## src/include/dpc_pkg.sv

```systemverilog
// How it works
// - strap and enable inputs are sampled on each rising edge of the conversion clock input
// - strap at mid-level selects strobe mode: strobe on B pin, format from A pin
// - in strobe mode there is no output enable; both sample buses stay driven
// - strap low gives offset binary output and strobe mode off
// - strap high gives two's complement output and strobe mode off
// - in strobe mode, A pin low means offset binary, high means two's complement
// - outside strobe mode the A pin is the output enable of the A bus
// - outside strobe mode the B bus is driven while its pin is low, else high-Z
// - in strobe mode sample outputs change with the falling strobe edge
// - the strobe toggles at the conversion clock rate, one period per period
// - power-down input high selects power-down, low selects active mode; a set CTRL_PWRDN_BIT also forces power-down with the pin low
// - each channel delivers a 12-bit parallel word on its own bus
// - bit zero carries the least, bit eleven the most significant result bit
package dpc_pkg;

    localparam int SAMPLE_W = 12;
    localparam int FIFO_DEPTH = 8;
    localparam int LEVEL_W = 4;

    // synchroniser vector layout
    localparam int SYNC_W = 6;
    localparam int SB_CONV = 5;
    localparam int SB_STRAP_HI = 4;
    localparam int SB_STRAP_LO = 3;
    localparam int SB_PIN_A = 2;
    localparam int SB_PIN_B = 1;
    localparam int SB_PD = 0;

    // three-level strap coding; any other code reads as mid-level
    localparam logic [1:0] STRAP_LOW = 2'h0;
    localparam logic [1:0] STRAP_HIGH = 2'h3;

    localparam logic [7:0] ADDR_CTRL = 8'h00;
    localparam logic [7:0] ADDR_STATUS = 8'h04;
    localparam logic [7:0] ADDR_COUNT = 8'h08;

    localparam int CTRL_W = 2;
    localparam int CTRL_PWRDN_BIT = 0;
    localparam int CTRL_HOLD_BIT = 1;
    localparam logic [1:0] CTRL_RESET = 2'h0;

    localparam int ST_MODE_LSB = 0;
    localparam int ST_FMT_BIT = 2;
    localparam int ST_PD_BIT = 3;
    localparam int ST_AOE_BIT = 4;
    localparam int ST_BOE_BIT = 5;
    localparam int ST_LEVEL_LSB = 8;

    localparam logic [31:0] COUNT_RESET = 32'h0000_0000;
    localparam logic [SYNC_W-1:0] SYNC_RESET = 6'h00;

    typedef enum logic [1:0] {
        MODE_OFFSET,
        MODE_STROBE,
        MODE_TWOS
    } dpc_mode_type;

endpackage

```

## src/dpc_top.sv

```systemverilog
// Design decisions made here: the Wishbone slave port and the placing of the registers.
`timescale 1ns/1ps

module dpc_fifo #(
    parameter int WIDTH = 24,
    parameter int DEPTH = 8,
    parameter int LW = 4
) (
    input wire logic mclk_i,
    input wire logic resetn_i,
    input wire logic in_valid_i,
    output logic in_ready_o,
    input wire logic [WIDTH-1:0] in_data_i,
    output logic out_valid_o,
    input wire logic out_ready_i,
    output logic [WIDTH-1:0] out_data_o,
    output logic [LW-1:0] level_o
);
    localparam int AW = $clog2(DEPTH);
    localparam logic [LW-1:0] FULL = LW'(DEPTH);

    logic [WIDTH-1:0] mem [DEPTH];
    logic [AW-1:0] wr_ptr_r;
    logic [AW-1:0] rd_ptr_r;
    logic [LW-1:0] count_r;
    logic [LW-1:0] count_nxt;
    logic ready_r;
    logic push;
    logic pop;

    assign push = in_valid_i & ready_r;
    assign pop = out_valid_o & out_ready_i;
    assign out_valid_o = (count_r != '0);
    assign out_data_o = mem[rd_ptr_r];
    assign in_ready_o = ready_r;
    assign level_o = count_r;

    always_comb begin
        count_nxt = count_r;
        if (push && !pop) begin
            count_nxt = count_r + LW'(1);
        end else if (pop && !push) begin
            count_nxt = count_r - LW'(1);
        end
    end

    always_ff @(posedge mclk_i or negedge resetn_i) begin
        if (!resetn_i) begin
            wr_ptr_r <= '0;
            rd_ptr_r <= '0;
            count_r <= '0;
            ready_r <= 1'b0;
        end else begin
            count_r <= count_nxt;
            // registered so the source sees a flop, not a comparator
            ready_r <= (count_nxt != FULL);
            if (push) begin
                wr_ptr_r <= AW'(wr_ptr_r + AW'(1));
            end
            if (pop) begin
                rd_ptr_r <= AW'(rd_ptr_r + AW'(1));
            end
        end
    end

    always_ff @(posedge mclk_i) begin
        if (push) begin
            mem[wr_ptr_r] <= in_data_i;
        end
    end
endmodule

module dpc_top (
    input wire logic mclk_i,
    input wire logic resetn_i,
    input wire logic conv_clk_i,
    input wire logic [1:0] format_ready_mode_strap_i,
    input wire logic chan_a_enable_format_pin_i,
    input wire logic chan_b_enable_strobe_pin_i,
    output logic chan_b_enable_strobe_pin_o,
    output logic chan_b_enable_strobe_pin_oe_o,
    input wire logic power_down_input_i,
    output logic [dpc_pkg::SAMPLE_W-1:0] chan_a_sample_bits_o,
    output logic chan_a_sample_oe_o,
    output logic [dpc_pkg::SAMPLE_W-1:0] chan_b_sample_bits_o,
    output logic chan_b_sample_oe_o,
    output logic powered_down_o,
    input wire logic core_valid_i,
    output logic core_ready_o,
    input wire logic [dpc_pkg::SAMPLE_W-1:0] core_a_result_i,
    input wire logic [dpc_pkg::SAMPLE_W-1:0] core_b_result_i,
    input wire logic wb_cyc_i,
    input wire logic wb_stb_i,
    input wire logic wb_we_i,
    input wire logic [7:0] wb_adr_i,
    input wire logic [3:0] wb_sel_i,
    input wire logic [31:0] wb_dat_i,
    output logic [31:0] wb_dat_o,
    output logic wb_ack_o
);
    import dpc_pkg::*;

    localparam int FIFO_W = 2 * SAMPLE_W;

    logic [SYNC_W-1:0] sync_in;
    logic [SYNC_W-1:0] sync1_r;
    logic [SYNC_W-1:0] sync2_r;
    logic [SYNC_W-1:0] sync3_r;
    logic [SYNC_W-1:0] filt_r;
    logic [SYNC_W-1:0] filt_nxt;
    logic conv_rise;
    logic conv_fall;
    logic [1:0] strap_lvl;
    dpc_mode_type mode_r;
    dpc_mode_type mode_nxt;
    logic fmt_twos_r;
    logic a_oe_r;
    logic b_oe_r;
    logic strobe_r;
    logic strobe_oe_r;
    logic pd_r;
    logic pd_now;
    logic [CTRL_W-1:0] ctrl_r;
    logic [31:0] count_r;
    logic [SAMPLE_W-1:0] a_bits_r;
    logic [SAMPLE_W-1:0] b_bits_r;
    logic fifo_out_valid;
    logic [FIFO_W-1:0] fifo_out_data;
    logic [LEVEL_W-1:0] fifo_level;
    logic drain;
    logic ack_r;
    logic [31:0] dat_r;
    logic [31:0] rd_data;
    logic wb_req;

    // pins arrive from outside mclk; three flops, a change counts when 2nd and 3rd agree
    assign sync_in = {conv_clk_i, format_ready_mode_strap_i, chan_a_enable_format_pin_i,
                      chan_b_enable_strobe_pin_i, power_down_input_i};

    always_ff @(posedge mclk_i or negedge resetn_i) begin
        if (!resetn_i) begin
            sync1_r <= SYNC_RESET;
            sync2_r <= SYNC_RESET;
            sync3_r <= SYNC_RESET;
            filt_r <= SYNC_RESET;
        end else begin
            sync1_r <= sync_in;
            sync2_r <= sync1_r;
            sync3_r <= sync2_r;
            filt_r <= filt_nxt;
        end
    end

    assign filt_nxt = (sync2_r & sync3_r) | (filt_r & (sync2_r ^ sync3_r));
    assign conv_rise = filt_nxt[SB_CONV] & ~filt_r[SB_CONV];
    assign conv_fall = ~filt_nxt[SB_CONV] & filt_r[SB_CONV];
    assign strap_lvl = filt_r[SB_STRAP_HI:SB_STRAP_LO];

    always_comb begin
        if (strap_lvl == STRAP_LOW) begin
            mode_nxt = MODE_OFFSET;
        end else if (strap_lvl == STRAP_HIGH) begin
            mode_nxt = MODE_TWOS;
        end else begin
            mode_nxt = MODE_STROBE;
        end
    end

    // strap and enable pins take effect only at a conversion clock rising edge
    always_ff @(posedge mclk_i or negedge resetn_i) begin
        if (!resetn_i) begin
            mode_r <= MODE_OFFSET;
            fmt_twos_r <= 1'b0;
            a_oe_r <= 1'b0;
            b_oe_r <= 1'b0;
            strobe_oe_r <= 1'b0;
        end else if (conv_rise) begin
            mode_r <= mode_nxt;
            strobe_oe_r <= (mode_nxt == MODE_STROBE);
            if (mode_nxt == MODE_STROBE) begin
                fmt_twos_r <= filt_r[SB_PIN_A];
                a_oe_r <= 1'b1;
                b_oe_r <= 1'b1;
            end else begin
                fmt_twos_r <= (mode_nxt == MODE_TWOS);
                a_oe_r <= ~filt_r[SB_PIN_A];
                b_oe_r <= ~filt_r[SB_PIN_B];
            end
        end
    end

    assign pd_now = filt_r[SB_PD] | ctrl_r[CTRL_PWRDN_BIT];

    always_ff @(posedge mclk_i or negedge resetn_i) begin
        if (!resetn_i) begin
            pd_r <= 1'b0;
        end else begin
            pd_r <= pd_now;
        end
    end

    // strobe follows the conversion clock, so one strobe period per input period
    always_ff @(posedge mclk_i or negedge resetn_i) begin
        if (!resetn_i) begin
            strobe_r <= 1'b0;
        end else if (mode_r != MODE_STROBE || pd_r) begin
            strobe_r <= 1'b0;
        end else if (conv_rise && mode_nxt == MODE_STROBE) begin
            // no rise on the edge that leaves strobe mode, else a one-cycle runt
            strobe_r <= 1'b1;
        end else if (conv_fall) begin
            strobe_r <= 1'b0;
        end
    end

    // power-down or a software hold stalls the drain, the fifo fills and
    // core_ready_o falls, so no result is ever dropped
    // in strobe mode a word moves only with a real strobe fall, never on a low strobe
    assign drain = conv_fall & ~pd_r & ~ctrl_r[CTRL_HOLD_BIT]
                   & ((mode_r != MODE_STROBE) | strobe_r);

    dpc_fifo #(
        .WIDTH(FIFO_W),
        .DEPTH(FIFO_DEPTH),
        .LW(LEVEL_W)
    ) u_fifo (
        .mclk_i(mclk_i),
        .resetn_i(resetn_i),
        .in_valid_i(core_valid_i),
        .in_ready_o(core_ready_o),
        .in_data_i({core_b_result_i, core_a_result_i}),
        .out_valid_o(fifo_out_valid),
        .out_ready_i(drain),
        .out_data_o(fifo_out_data),
        .level_o(fifo_level)
    );

    // core delivers offset binary; two's complement only flips the msb
    always_ff @(posedge mclk_i or negedge resetn_i) begin
        if (!resetn_i) begin
            a_bits_r <= '0;
            b_bits_r <= '0;
            count_r <= COUNT_RESET;
        end else if (drain && fifo_out_valid) begin
            a_bits_r <= {fifo_out_data[SAMPLE_W-1] ^ fmt_twos_r,
                         fifo_out_data[SAMPLE_W-2:0]};
            b_bits_r <= {fifo_out_data[FIFO_W-1] ^ fmt_twos_r,
                         fifo_out_data[FIFO_W-2:SAMPLE_W]};
            count_r <= count_r + 32'h0000_0001;
        end
    end

    // classic wishbone slave, answers one cycle after the strobe
    assign wb_req = wb_cyc_i & wb_stb_i & ~ack_r;

    always_comb begin
        rd_data = 32'h0000_0000;
        if (wb_adr_i == ADDR_CTRL) begin
            rd_data[CTRL_W-1:0] = ctrl_r;
        end else if (wb_adr_i == ADDR_STATUS) begin
            rd_data[ST_MODE_LSB +: 2] = mode_r;
            rd_data[ST_FMT_BIT] = fmt_twos_r;
            rd_data[ST_PD_BIT] = pd_r;
            rd_data[ST_AOE_BIT] = a_oe_r;
            rd_data[ST_BOE_BIT] = b_oe_r;
            rd_data[ST_LEVEL_LSB +: LEVEL_W] = fifo_level;
        end else if (wb_adr_i == ADDR_COUNT) begin
            rd_data = count_r;
        end
    end

    always_ff @(posedge mclk_i or negedge resetn_i) begin
        if (!resetn_i) begin
            ack_r <= 1'b0;
            dat_r <= 32'h0000_0000;
        end else begin
            ack_r <= wb_req;
            if (wb_req && !wb_we_i) begin
                dat_r <= rd_data;
            end
        end
    end

    always_ff @(posedge mclk_i or negedge resetn_i) begin
        if (!resetn_i) begin
            ctrl_r <= CTRL_RESET;
        end else if (wb_cyc_i && wb_stb_i && ack_r && wb_we_i && wb_adr_i == ADDR_CTRL
                     && wb_sel_i[0]) begin
            // lands at the edge where the master sees ack, as classic cycles expect
            ctrl_r <= wb_dat_i[CTRL_W-1:0];
        end
    end

    assign chan_a_sample_bits_o = a_bits_r;
    assign chan_b_sample_bits_o = b_bits_r;
    assign chan_a_sample_oe_o = a_oe_r;
    assign chan_b_sample_oe_o = b_oe_r;
    assign chan_b_enable_strobe_pin_o = strobe_r;
    assign chan_b_enable_strobe_pin_oe_o = strobe_oe_r;
    assign powered_down_o = pd_r;
    assign wb_dat_o = dat_r;
    assign wb_ack_o = ack_r;
endmodule

```

## config.mk

```make
export PLATFORM = sky130hd
export DESIGN_NAME = dpc_top
export DESIGN_NICKNAME = d
export VERILOG_FILES = /design/src/include/dpc_pkg.sv /design/src/dpc_top.sv
export SDC_FILE = /design/constraint.sdc
export NUM_CORES = 1
export LEC_CHECK = 0
export BUFFER_PORTS_ARGS = -buffer_cell sky130_fd_sc_hd__buf_2
export CORE_ASPECT_RATIO = 1.1
export CORE_MARGIN = 2
export CORE_UTILIZATION = 35
export DETAILED_ROUTE_END_ITERATION = 6
export PLACE_DENSITY = 0.63
export RECOVER_POWER = 50
export SLEW_MARGIN = 20
export SYNTH_ARGS = -nofsm -noshare
export SYNTH_HDL_FRONTEND = slang
export SYNTH_SLANG_ARGS = --single-unit
```

## constraint.sdc

```tcl
create_clock -name mclk_i -period 4.4 [get_ports mclk_i]
set_clock_uncertainty 0.2 [all_clocks]
set_input_delay 0.88 -clock mclk_i [delete_from_list [all_inputs] [get_ports mclk_i]]
set_output_delay 0.88 -clock mclk_i [all_outputs]
set_load 0.03 [all_outputs]
```

==> results_dict.tcl, run 1 <==
set metrics [dict create \
    syn_to_final_growth_pct 19.4 \
    hold_class "reg2reg" \
    tightest_slew_ps 2050 \
    synthFlopType "edfxtp_1" \
    post-route-min-period_ps 3030 \
    postRouteWirelength_mm 25.5 \
    wl_per_cell_um 18.3 \
    vias_per_cell 4.88 \
    cap_violations 1 \
    fmax_ghz 0.330 \
    cpPeakStageDelay_ps 940 \
    rrSetupSlack_ps 1370 \
    numCtsBuffers 37 \
    cts_max_level 2 \
    synth_commonest_cells "edfxtp_1, dfrtp_1, nand2_1" \
    cts_root_buf "clkbuf_16" \
    synth_edf_count 192 \
    yosysMostFrequentCell "edfxtp_1" \
    met1_usage_pct 18.0 \
    grt_setup_unrepaired "false" \
    worst_r2r_path_depth 6 \
    vias 6826 \
    syn_area_mm2 0.0127 \
    core-area_mm2 0.0359 \
    critPathLaunchType "register" \
    post-cts-setup-buffers 0 \
    gr-usage-all-layers_pct 13.9 \
    clock-sinks 325 \
    fp.dieW_um 185 \
    ioPinCount 143 \
    finalPower_mw 9.09 \
    synthCells 749 \
    port_buffers 109 \
    die_h_um 204 \
    violations "capacitance limit, slew limit" \
    synth_top_area_share_pct 45.5 \
    required_ps 4670 \
    fin_tns_setup_ps 0 \
    ant_nets 0 \
    min-delay-start "sync1_r[3]" \
    power_density_mw_per_mm2 600 \
    ys_seq_elements 325 \
    crit_chain "inv_1 > ha_1 > o2bb2ai_1 > or4_1 > nor4_2 > xor2_1" \
    busiest_layer "met2" \
    reg2reg_to "count_r[27]" \
    tritoncts "done" \
    globalplace.congestion 0.802 \
    ys_seq_area_share_pct 71.8 \
    cp-end-kind "register" \
    slowest_stage "or4_1" \
    clkTransAtPathRegs_ps 60 \
    start_util_pct 35.3 \
    overflow 0 \
    drt-pass1-iter-count 4 \
    grt_use_met2_pct 23.7 \
    synth.distinct_cells 54 \
    ctsHoldBuffers 0 \
    ys_async_sr_fraction_pct 40.9 \
    report.final.hold_viol_count 0 \
    grt_max_degree 73 \
    critPathKind "reg2reg" \
    antenna_found_initial 1 \
    row_count 73 \
    slew_headroom_pct -36.4 \
    postCtsResizedCells 0 \
    finalCritPeriodShare_pct 68.8 \
    insertedDiodeCount 0 \
    holdPathStages 0 \
    first_iter_violations 361 \
    leakagePower_nw 5.92 \
    drv_slew 72 \
    ys_warn_count 0 \
    setup_viol 0 \
    hold_end "sync2_r[3]" \
    worstPathArrival_ps 3290 \
    dp_hpwl_mm 15.4 \
    finalNetCount 974 \
    grt_pass1_vias 7095 \
    crit_fanout 15 \
    grt_pass1_wl_mm 40.0 \
    ys_top_cells_by_area "edfxtp_1, dfrtp_1, mux4_2, mux2i_1, nand2_1" \
    timing.rr.start "u_fifo.level_o[0]" \
    outcome "finished, violations left" \
    met3_usage_pct 2.95 \
    drc_errors 0 \
    avgSynthCellArea_um2 16.9 \
    clock_path_buffers 3 \
    drive_above_1_share_pct 26.2 \
    vdd_drop_max_mv 0.427 \
    dieArea_mm2 0.0377 \
    clock_latency_ps 540 \
    yosys.area.top_type "edfxtp_1" \
    synth_fp_nets 841 \
]
[placed cells by master (no fill, tap or decap), types with 5 or more instances in the layout]
cell / instances
clkbuf_8: 5
nor2b_1: 5
a222oi_1: 5
nor3_2: 11
inv_1: 15
nand3_1: 13
ha_1: 12
mux2i_1: 27
buf_4: 19
a22o_1: 22
nand2_1: 62
and3_1: 5
clkbuf_16: 38
edfxtp_1: 192
mux4_2: 48
nor2_1: 11
dfrtp_1: 131
buf_2: 81
xor2_1: 17
a21oi_1: 7
a21o_1: 6
o21ai_0: 33
xnor2_1: 23
nor3_1: 9
clkbuf_1: 32
nor4_2: 5
clkinv_1: 8
[cell families after synthesis]
family | share of synthesized area, %
AND/OR/NAND/NOR | 6.68
XOR/XNOR | 2.77
buffers and inverters | 1.70
flip-flops | 71.8
adder cells (fa/ha/maj) | 1.19
AO/OA/AOI/OAI | 4.88
multiplexers | 11.0
[through the flow]
| step | hold WS [ps] | instance area [um^2] | std cells | worst slack (ps) | utilization, % |
|---|---|---|---|---|---|
| after CTS | 149 | 15200 | 1398 | 1390 | 42.3 |
| after floorplan | 131 | 12700 | 749 | 237 | - |
| final | 146 | 15100 | 1398 | 1370 | 42.2 |
| after detailed placement | 136 | 13900 | 1330 | 1240 | 38.7 |
| after global placement | 136 | 13900 | 1330 | 1260 | 38.7 |
| after global routing | 157 | 15100 | 1398 | 1160 | 42.2 |
[worst max-delay path: cells and delay by family, from the launching register on]
kind / cells / cell delay [ps]
flops: 1 / 520
xor+xnor: 1 / 160
simple gates: 2 / 1320
fa+ha+maj: 1 / 280
buf+inv: 1 / 150
compound gates: 1 / 330
[flip-flops by register name, summed over array words and instances, names as in the netlist, 12 cells and up]
| name | cells |
|---|---|
| chan_b_sample_bits_o | 12 |
| count_r | 32 |
| wb_dat_o | 32 |
| u_fifo.mem | 192 |
| chan_a_sample_bits_o | 12 |
[report_power, final]
group	leakage, nW	internal (mW)	switching (mW)
registers	3.47	3.71	0.394
logic	1.83	0.849	1.04
clock network	0.609	1.86	1.23
[routing by layer]
metal / share of wire [%] / wire length [um]
met1: 44 / 11100
met2: 49 / 12600
met3: 5.4 / 1390
met4: 1.7 / 432
met5: 0.051 / 13
[area by class of cell]
type / count / area (um^2)
multi-input combinational: 373 / 3410
clock inverter: 20 / 225
clock buffer: 48 / 1040
timing repair buffer: 130 / 694
sequential: 325 / 9100
inverter: 15 / 56.3
fill: 3233 / 20800
tap: 487 / 609
[worst max path at each step]
stage | from | to | slack (ps)
after floorplan | core_valid_i | u_fifo.mem[0][0] | 240
after global placement | wb_we_i | wb_dat_o[5] | 1260
after detailed placement | wb_we_i | wb_dat_o[2] | 1240
after CTS | u_fifo.level_o[0] | count_r[27] | 1390
after global routing | u_fifo.level_o[0] | count_r[27] | 1160
final | u_fifo.level_o[0] | count_r[27] | 1370
Power figures use the tool's default switching activity.
==> run 2, diff against run 1 <==
==> constraint.sdc (replaced) <==
create_clock -name mclk_i -period 3.2 [get_ports mclk_i]
set_clock_uncertainty 0.2 [all_clocks]
set_input_delay 0.64 -clock mclk_i [delete_from_list [all_inputs] [get_ports mclk_i]]
set_output_delay 0.64 -clock mclk_i [all_outputs]
set_load 0.03 [all_outputs]
==> run 2 against run 1 <==
Effect of this change: the flow still finishes with violations (capacitance limit, slew limit); sequential power grew 35%; flip-flop and latch count is the same; clock power grew 27%; worst setup slack lost 910 ps; final area shrank 0.34%; sequential share of layout area grew 0.20 points; clock-buffer cell count grew 6; critical path type unchanged.
==> results_dict.tcl, run 2 (synthesis gave the netlist of run 1 again) <==
set metrics [dict create \
    ant_nets 0 \
    drv_slew 60 \
    fp.dieW_um 185 \
    critPathKind "reg2reg" \
    vias_per_cell 4.85 \
    finalCritPeriodShare_pct 85.5 \
    power_density_mw_per_mm2 807 \
    numCtsBuffers 36 \
    ioPinCount 143 \
    port_buffers 109 \
    tritoncts "done" \
    fin_ws_ps 464 \
    fmax_ghz 0.366 \
    cpLargestDelayFamily "simple AND/OR/NAND/NOR gates" \
    post-route-min-period_ps 2740 \
    fin_area_mm2 0.0151 \
    cpPeakStageDelay_ps 510 \
    grt_pass1_vias 6993 \
    cts_root_buf "clkbuf_16" \
    hold_class "in2reg" \
    vias 6801 \
    required_ps 3440 \
    violations "capacitance limit, slew limit" \
    worstPathArrival_ps 2970 \
    crit_fanout 15 \
    clock-sinks 325 \
    clock_path_buffers 3 \
    fill_cells 3248 \
    ctsHoldBuffers 1 \
    leakagePower_nw 5.91 \
    layout_commonest_cell "edfxtp_1" \
    syn_to_final_growth_pct 19.0 \
    place_ws_ps 449 \
    mostFrequentLayoutCells "edfxtp_1, dfrtp_1, buf_2" \
    cts_max_level 2 \
    drt-pass1-iter-count 5 \
    drc_errors 0 \
    tightest_slew_ps 1720 \
    setup_viol 0 \
    clock_latency_ps 520 \
    outcome "finished, violations left" \
    core-area_mm2 0.0359 \
    place_area_mm2 0.0140 \
    grt_setup_unrepaired "false" \
    slowest_stage "or4_4" \
    fin_tns_setup_ps 0 \
    rrSetupSlack_ps 460 \
    insertedDiodeCount 0 \
    post-cts-setup-buffers 0 \
    crit_chain "or3b_4 > or4_4 > or4_1 > buf_4 > nor4_2 > xor2_1" \
    finalPower_mw 12.2 \
    critPathBufInv 1 \
    row_count 73 \
    dp_hpwl_mm 15.2 \
    cp-end-kind "register" \
    report.final.hold_viol_count 0 \
    globalplace.congestion 0.758 \
    die_h_um 204 \
    gr-usage-all-layers_pct 13.8 \
    grt_max_degree 60 \
    postCtsResizedCells 0 \
    clkTransAtPathRegs_ps 60 \
    wl_per_cell_um 18.1 \
    vdd_drop_max_mv 0.601 \
    drive_above_1_share_pct 26.4 \
    dieArea_mm2 0.0377 \
    overflow 0 \
    slew_headroom_pct -15.0 \
    regMostFlops "u_fifo.mem" \
    antenna_found_initial 0 \
    finalNetCount 981 \
    start_util_pct 35.3 \
    first_iter_violations 464 \
    cap_violations 1 \
    largest_reg_flops 192 \
    postRouteWirelength_mm 25.4 \
    final_cells 1403 \
    placed_cells 1337 \
    grt_pass1_wl_mm 40.0 \
    critPathLaunchType "register" \
]
## run 2: changes by cell type in the layout (fill, tap and decap cells not counted), sizes merged
cell,delta
bufinv,-2
buf,+5
dlygate4sd3,+1
clkbuf,+8
inv,-1
clkinvlp,-2
clkinv,-4
## run 2: cell type report
cell class                      instances  area [um^2]  area share (%)
Sequential cell                       325         9100            60.3
Clock buffer                           54         1030            6.83
Timing Repair Buffer                  138          748            4.96
Tap cell                              487          609            4.04
Multi-Input combinational cell        373         3430            22.7
Inverter                               15         56.3           0.373
Clock inverter                         11          114           0.755
## run 2: worst reg2reg max path, cell delays in order, from the launching register on
cell     delay (ps)
dfrtp_1         440
or3b_4          440
or4_4           510
or4_1           410
buf_4           220
nor4_2          290
xor2_1          160
## run 2: metrics by stage
step / hold WS (ps) / util (%)
floorplan: 131 / -
global placement: 134 / 38.9
detailed placement: 136 / 38.9
CTS: 13.4 / 42.1
global route: 16.9 / 42.0
finish: 38.3 / 42.0
## run 2: path summary, 6_finish.rpt
check                                                   from      endpoint  depth (start not counted)
worst max-delay path                          powered_down_o   count_r[27]                          6
worst min-delay path            format_ready_mode_strap_i[0]    sync1_r[3]                          1
worst max register to register                powered_down_o   count_r[27]                          6
worst min register to register                    sync1_r[4]    sync2_r[4]                          0
max in group asynchronous                           resetn_i  wb_dat_o[13]                          3
min in group asynchronous                           resetn_i      wb_ack_o                          2
## run 2: power by group
group	total [mW]	switching, mW	internal, mW
clock network	3.93	1.60	2.32
registers	5.54	0.438	5.10
logic	2.71	1.53	1.18
total	12.2	3.57	8.60
## run 2: routing by layer
metal / global-route usage, % / vias to the layer above / wire length (um)
met5: 0 / - / 0
met4: 3.49 / 0 / 489
met3: 2.86 / 34 / 1560
met2: 22.8 / 193 / 12100
met1: 18.8 / 3418 / 11300
li1: - / 3156 / -
==> run 3, diff against run 2 <==
--- a/config.mk
+++ b/config.mk
@@ -10,6 +10,7 @@
 export CORE_MARGIN = 2
 export CORE_UTILIZATION = 35
 export DETAILED_ROUTE_END_ITERATION = 6
+export MAX_ROUTING_LAYER = met4
 export PLACE_DENSITY = 0.63
 export RECOVER_POWER = 50
 export SLEW_MARGIN = 20
==> run 3 against run 2 <==
Effect of this change: the flow still finishes with violations (capacitance limit, slew limit); cell count did not move; die area did not move; final area did not move; clock-buffer cell count did not move; critical path depth did not move; fmax barely moved; sequential share of layout area did not move; routed wire length rose by 0.44%; critical endpoint unchanged.
==> results_dict.tcl, run 3 (synthesis gave the netlist of run 1 again) <==
set metrics [dict create \
    outcome "finished, violations left" \
    violations "capacitance limit, slew limit" \
    grt_max_degree 60 \
    clock_latency_ps 520 \
    first_iter_violations 456 \
    fp.dieW_um 185 \
    grt_pass1_vias 6988 \
    startpoint "powered_down_o" \
    core-area_mm2 0.0359 \
    whs_ps 36.5 \
    vias 6793 \
    drv_slew 60 \
    ant_nets 0 \
    drt-pass1-iter-count 5 \
    regMostFlops "u_fifo.mem" \
    fmax_ghz 0.366 \
    critPathLaunchType "register" \
    required_ps 3440 \
    leakagePower_nw 5.91 \
    report.final.hold_viol_count 0 \
    postRouteWirelength_mm 25.5 \
    overflow 0 \
    finalNetCount 981 \
    largest_reg_flops 192 \
    crit_fanout 15 \
    clock_path_buffers 3 \
    globalplace.congestion 0.768 \
    seq_area_mm2 0.00910 \
    fill_cells 3248 \
    tritoncts "done" \
    fin_ws_ps 465 \
    row_count 73 \
    mostFrequentLayoutCells "edfxtp_1, dfrtp_1, buf_2" \
    cpLargestDelayFamily "simple AND/OR/NAND/NOR gates" \
    slowest_stage "or4_4" \
    critPathKind "reg2reg" \
    drive_above_1_share_pct 26.4 \
    ioPinCount 143 \
    tightest_slew_ps 1720 \
    hold_class "in2reg" \
    finalCritPeriodShare_pct 85.5 \
    post-route-min-period_ps 2730 \
    multiInputGateArea_mm2 0.00343 \
    vias_per_cell 4.84 \
    cts_max_level 2 \
    syn_to_final_growth_pct 19.0 \
    place_area_mm2 0.0140 \
    power_density_mw_per_mm2 808 \
    dp_hpwl_mm 15.2 \
    fin_area_mm2 0.0151 \
    crit_chain "or3b_4 > or4_4 > or4_1 > buf_4 > nor4_2 > xor2_1" \
    cpPeakStageDelay_ps 510 \
    clock-sinks 325 \
    setup_viol 0 \
    insertedDiodeCount 0 \
    worstPathArrival_ps 2970 \
    postCtsResizedCells 0 \
    cap_violations 1 \
    grt_pass1_wl_mm 40.1 \
    vdd_drop_max_mv 0.606 \
    layout_commonest_cell "edfxtp_1" \
    place_ws_ps 449 \
    cp-end-kind "register" \
    grt_setup_unrepaired "false" \
    cts_root_buf "clkbuf_16" \
    die_h_um 204 \
    critPathBufInv 1 \
    port_buffers 109 \
    gr-usage-all-layers_pct 14.3 \
    numCtsBuffers 36 \
    slew_headroom_pct -14.5 \
    wl_per_cell_um 18.2 \
    antenna_found_initial 0 \
    dieArea_mm2 0.0377 \
    timing.rr.start "powered_down_o" \
    clkTransAtPathRegs_ps 60 \
    min-delay-start "format_ready_mode_strap_i[0]" \
    fin_tns_setup_ps 0 \
    drc_errors 0 \
    start_util_pct 35.3 \
    finalPower_mw 12.2 \
]
## run 3: repair_timing
| action | CTS | global route |
|---|---|---|
| buffers inserted | 0 | 0 |
| hold buffers | 1 | 0 |
| hold endpoints to repair | 55 | 0 |
## run 3: per-stage QoR
stage,utilization (%),instances
global placement,38.9,1337
CTS,42.1,1403
floorplan,-,749
global route,42.0,1403
detailed placement,38.9,1337
finish,42.0,1403
## run 3: path summary, 6_finish.rpt
path | end | cells past startpoint | slack, ps
min in group asynchronous | wb_ack_o | 2 | 920
max reg2reg | count_r[27] | 6 | 470
min reg2reg | sync2_r[4] | 0 | 150
min | sync1_r[3] | 1 | 40
max in group asynchronous | wb_dat_o[13] | 3 | 580
max | count_r[27] | 6 | 470
## run 3: cell type report
class | instances | share of cell area [%]
clock buffers | 54 | 6.83
clock inverters | 11 | 0.755
inverters | 15 | 0.373
multi-input cells | 373 | 22.7
flip-flops and latches | 325 | 60.3
well taps | 487 | 4.04
repair buffers | 138 | 4.96
## run 3: report_power, final
part           switching [mW]  internal (mW)  leakage, nW
sequential              0.439           5.10         3.47
combinational            1.53           1.18         1.87
clock                    1.61           2.32        0.559
## run 3: per-layer routing
layer	vias to the layer above	routed length (um)	GRT usage, %
met5	-	0	-
met4	0	488	3.49
met3	34	1380	2.75
met2	166	12200	22.9
met1	3431	11400	18.9
li1	3162	-	-
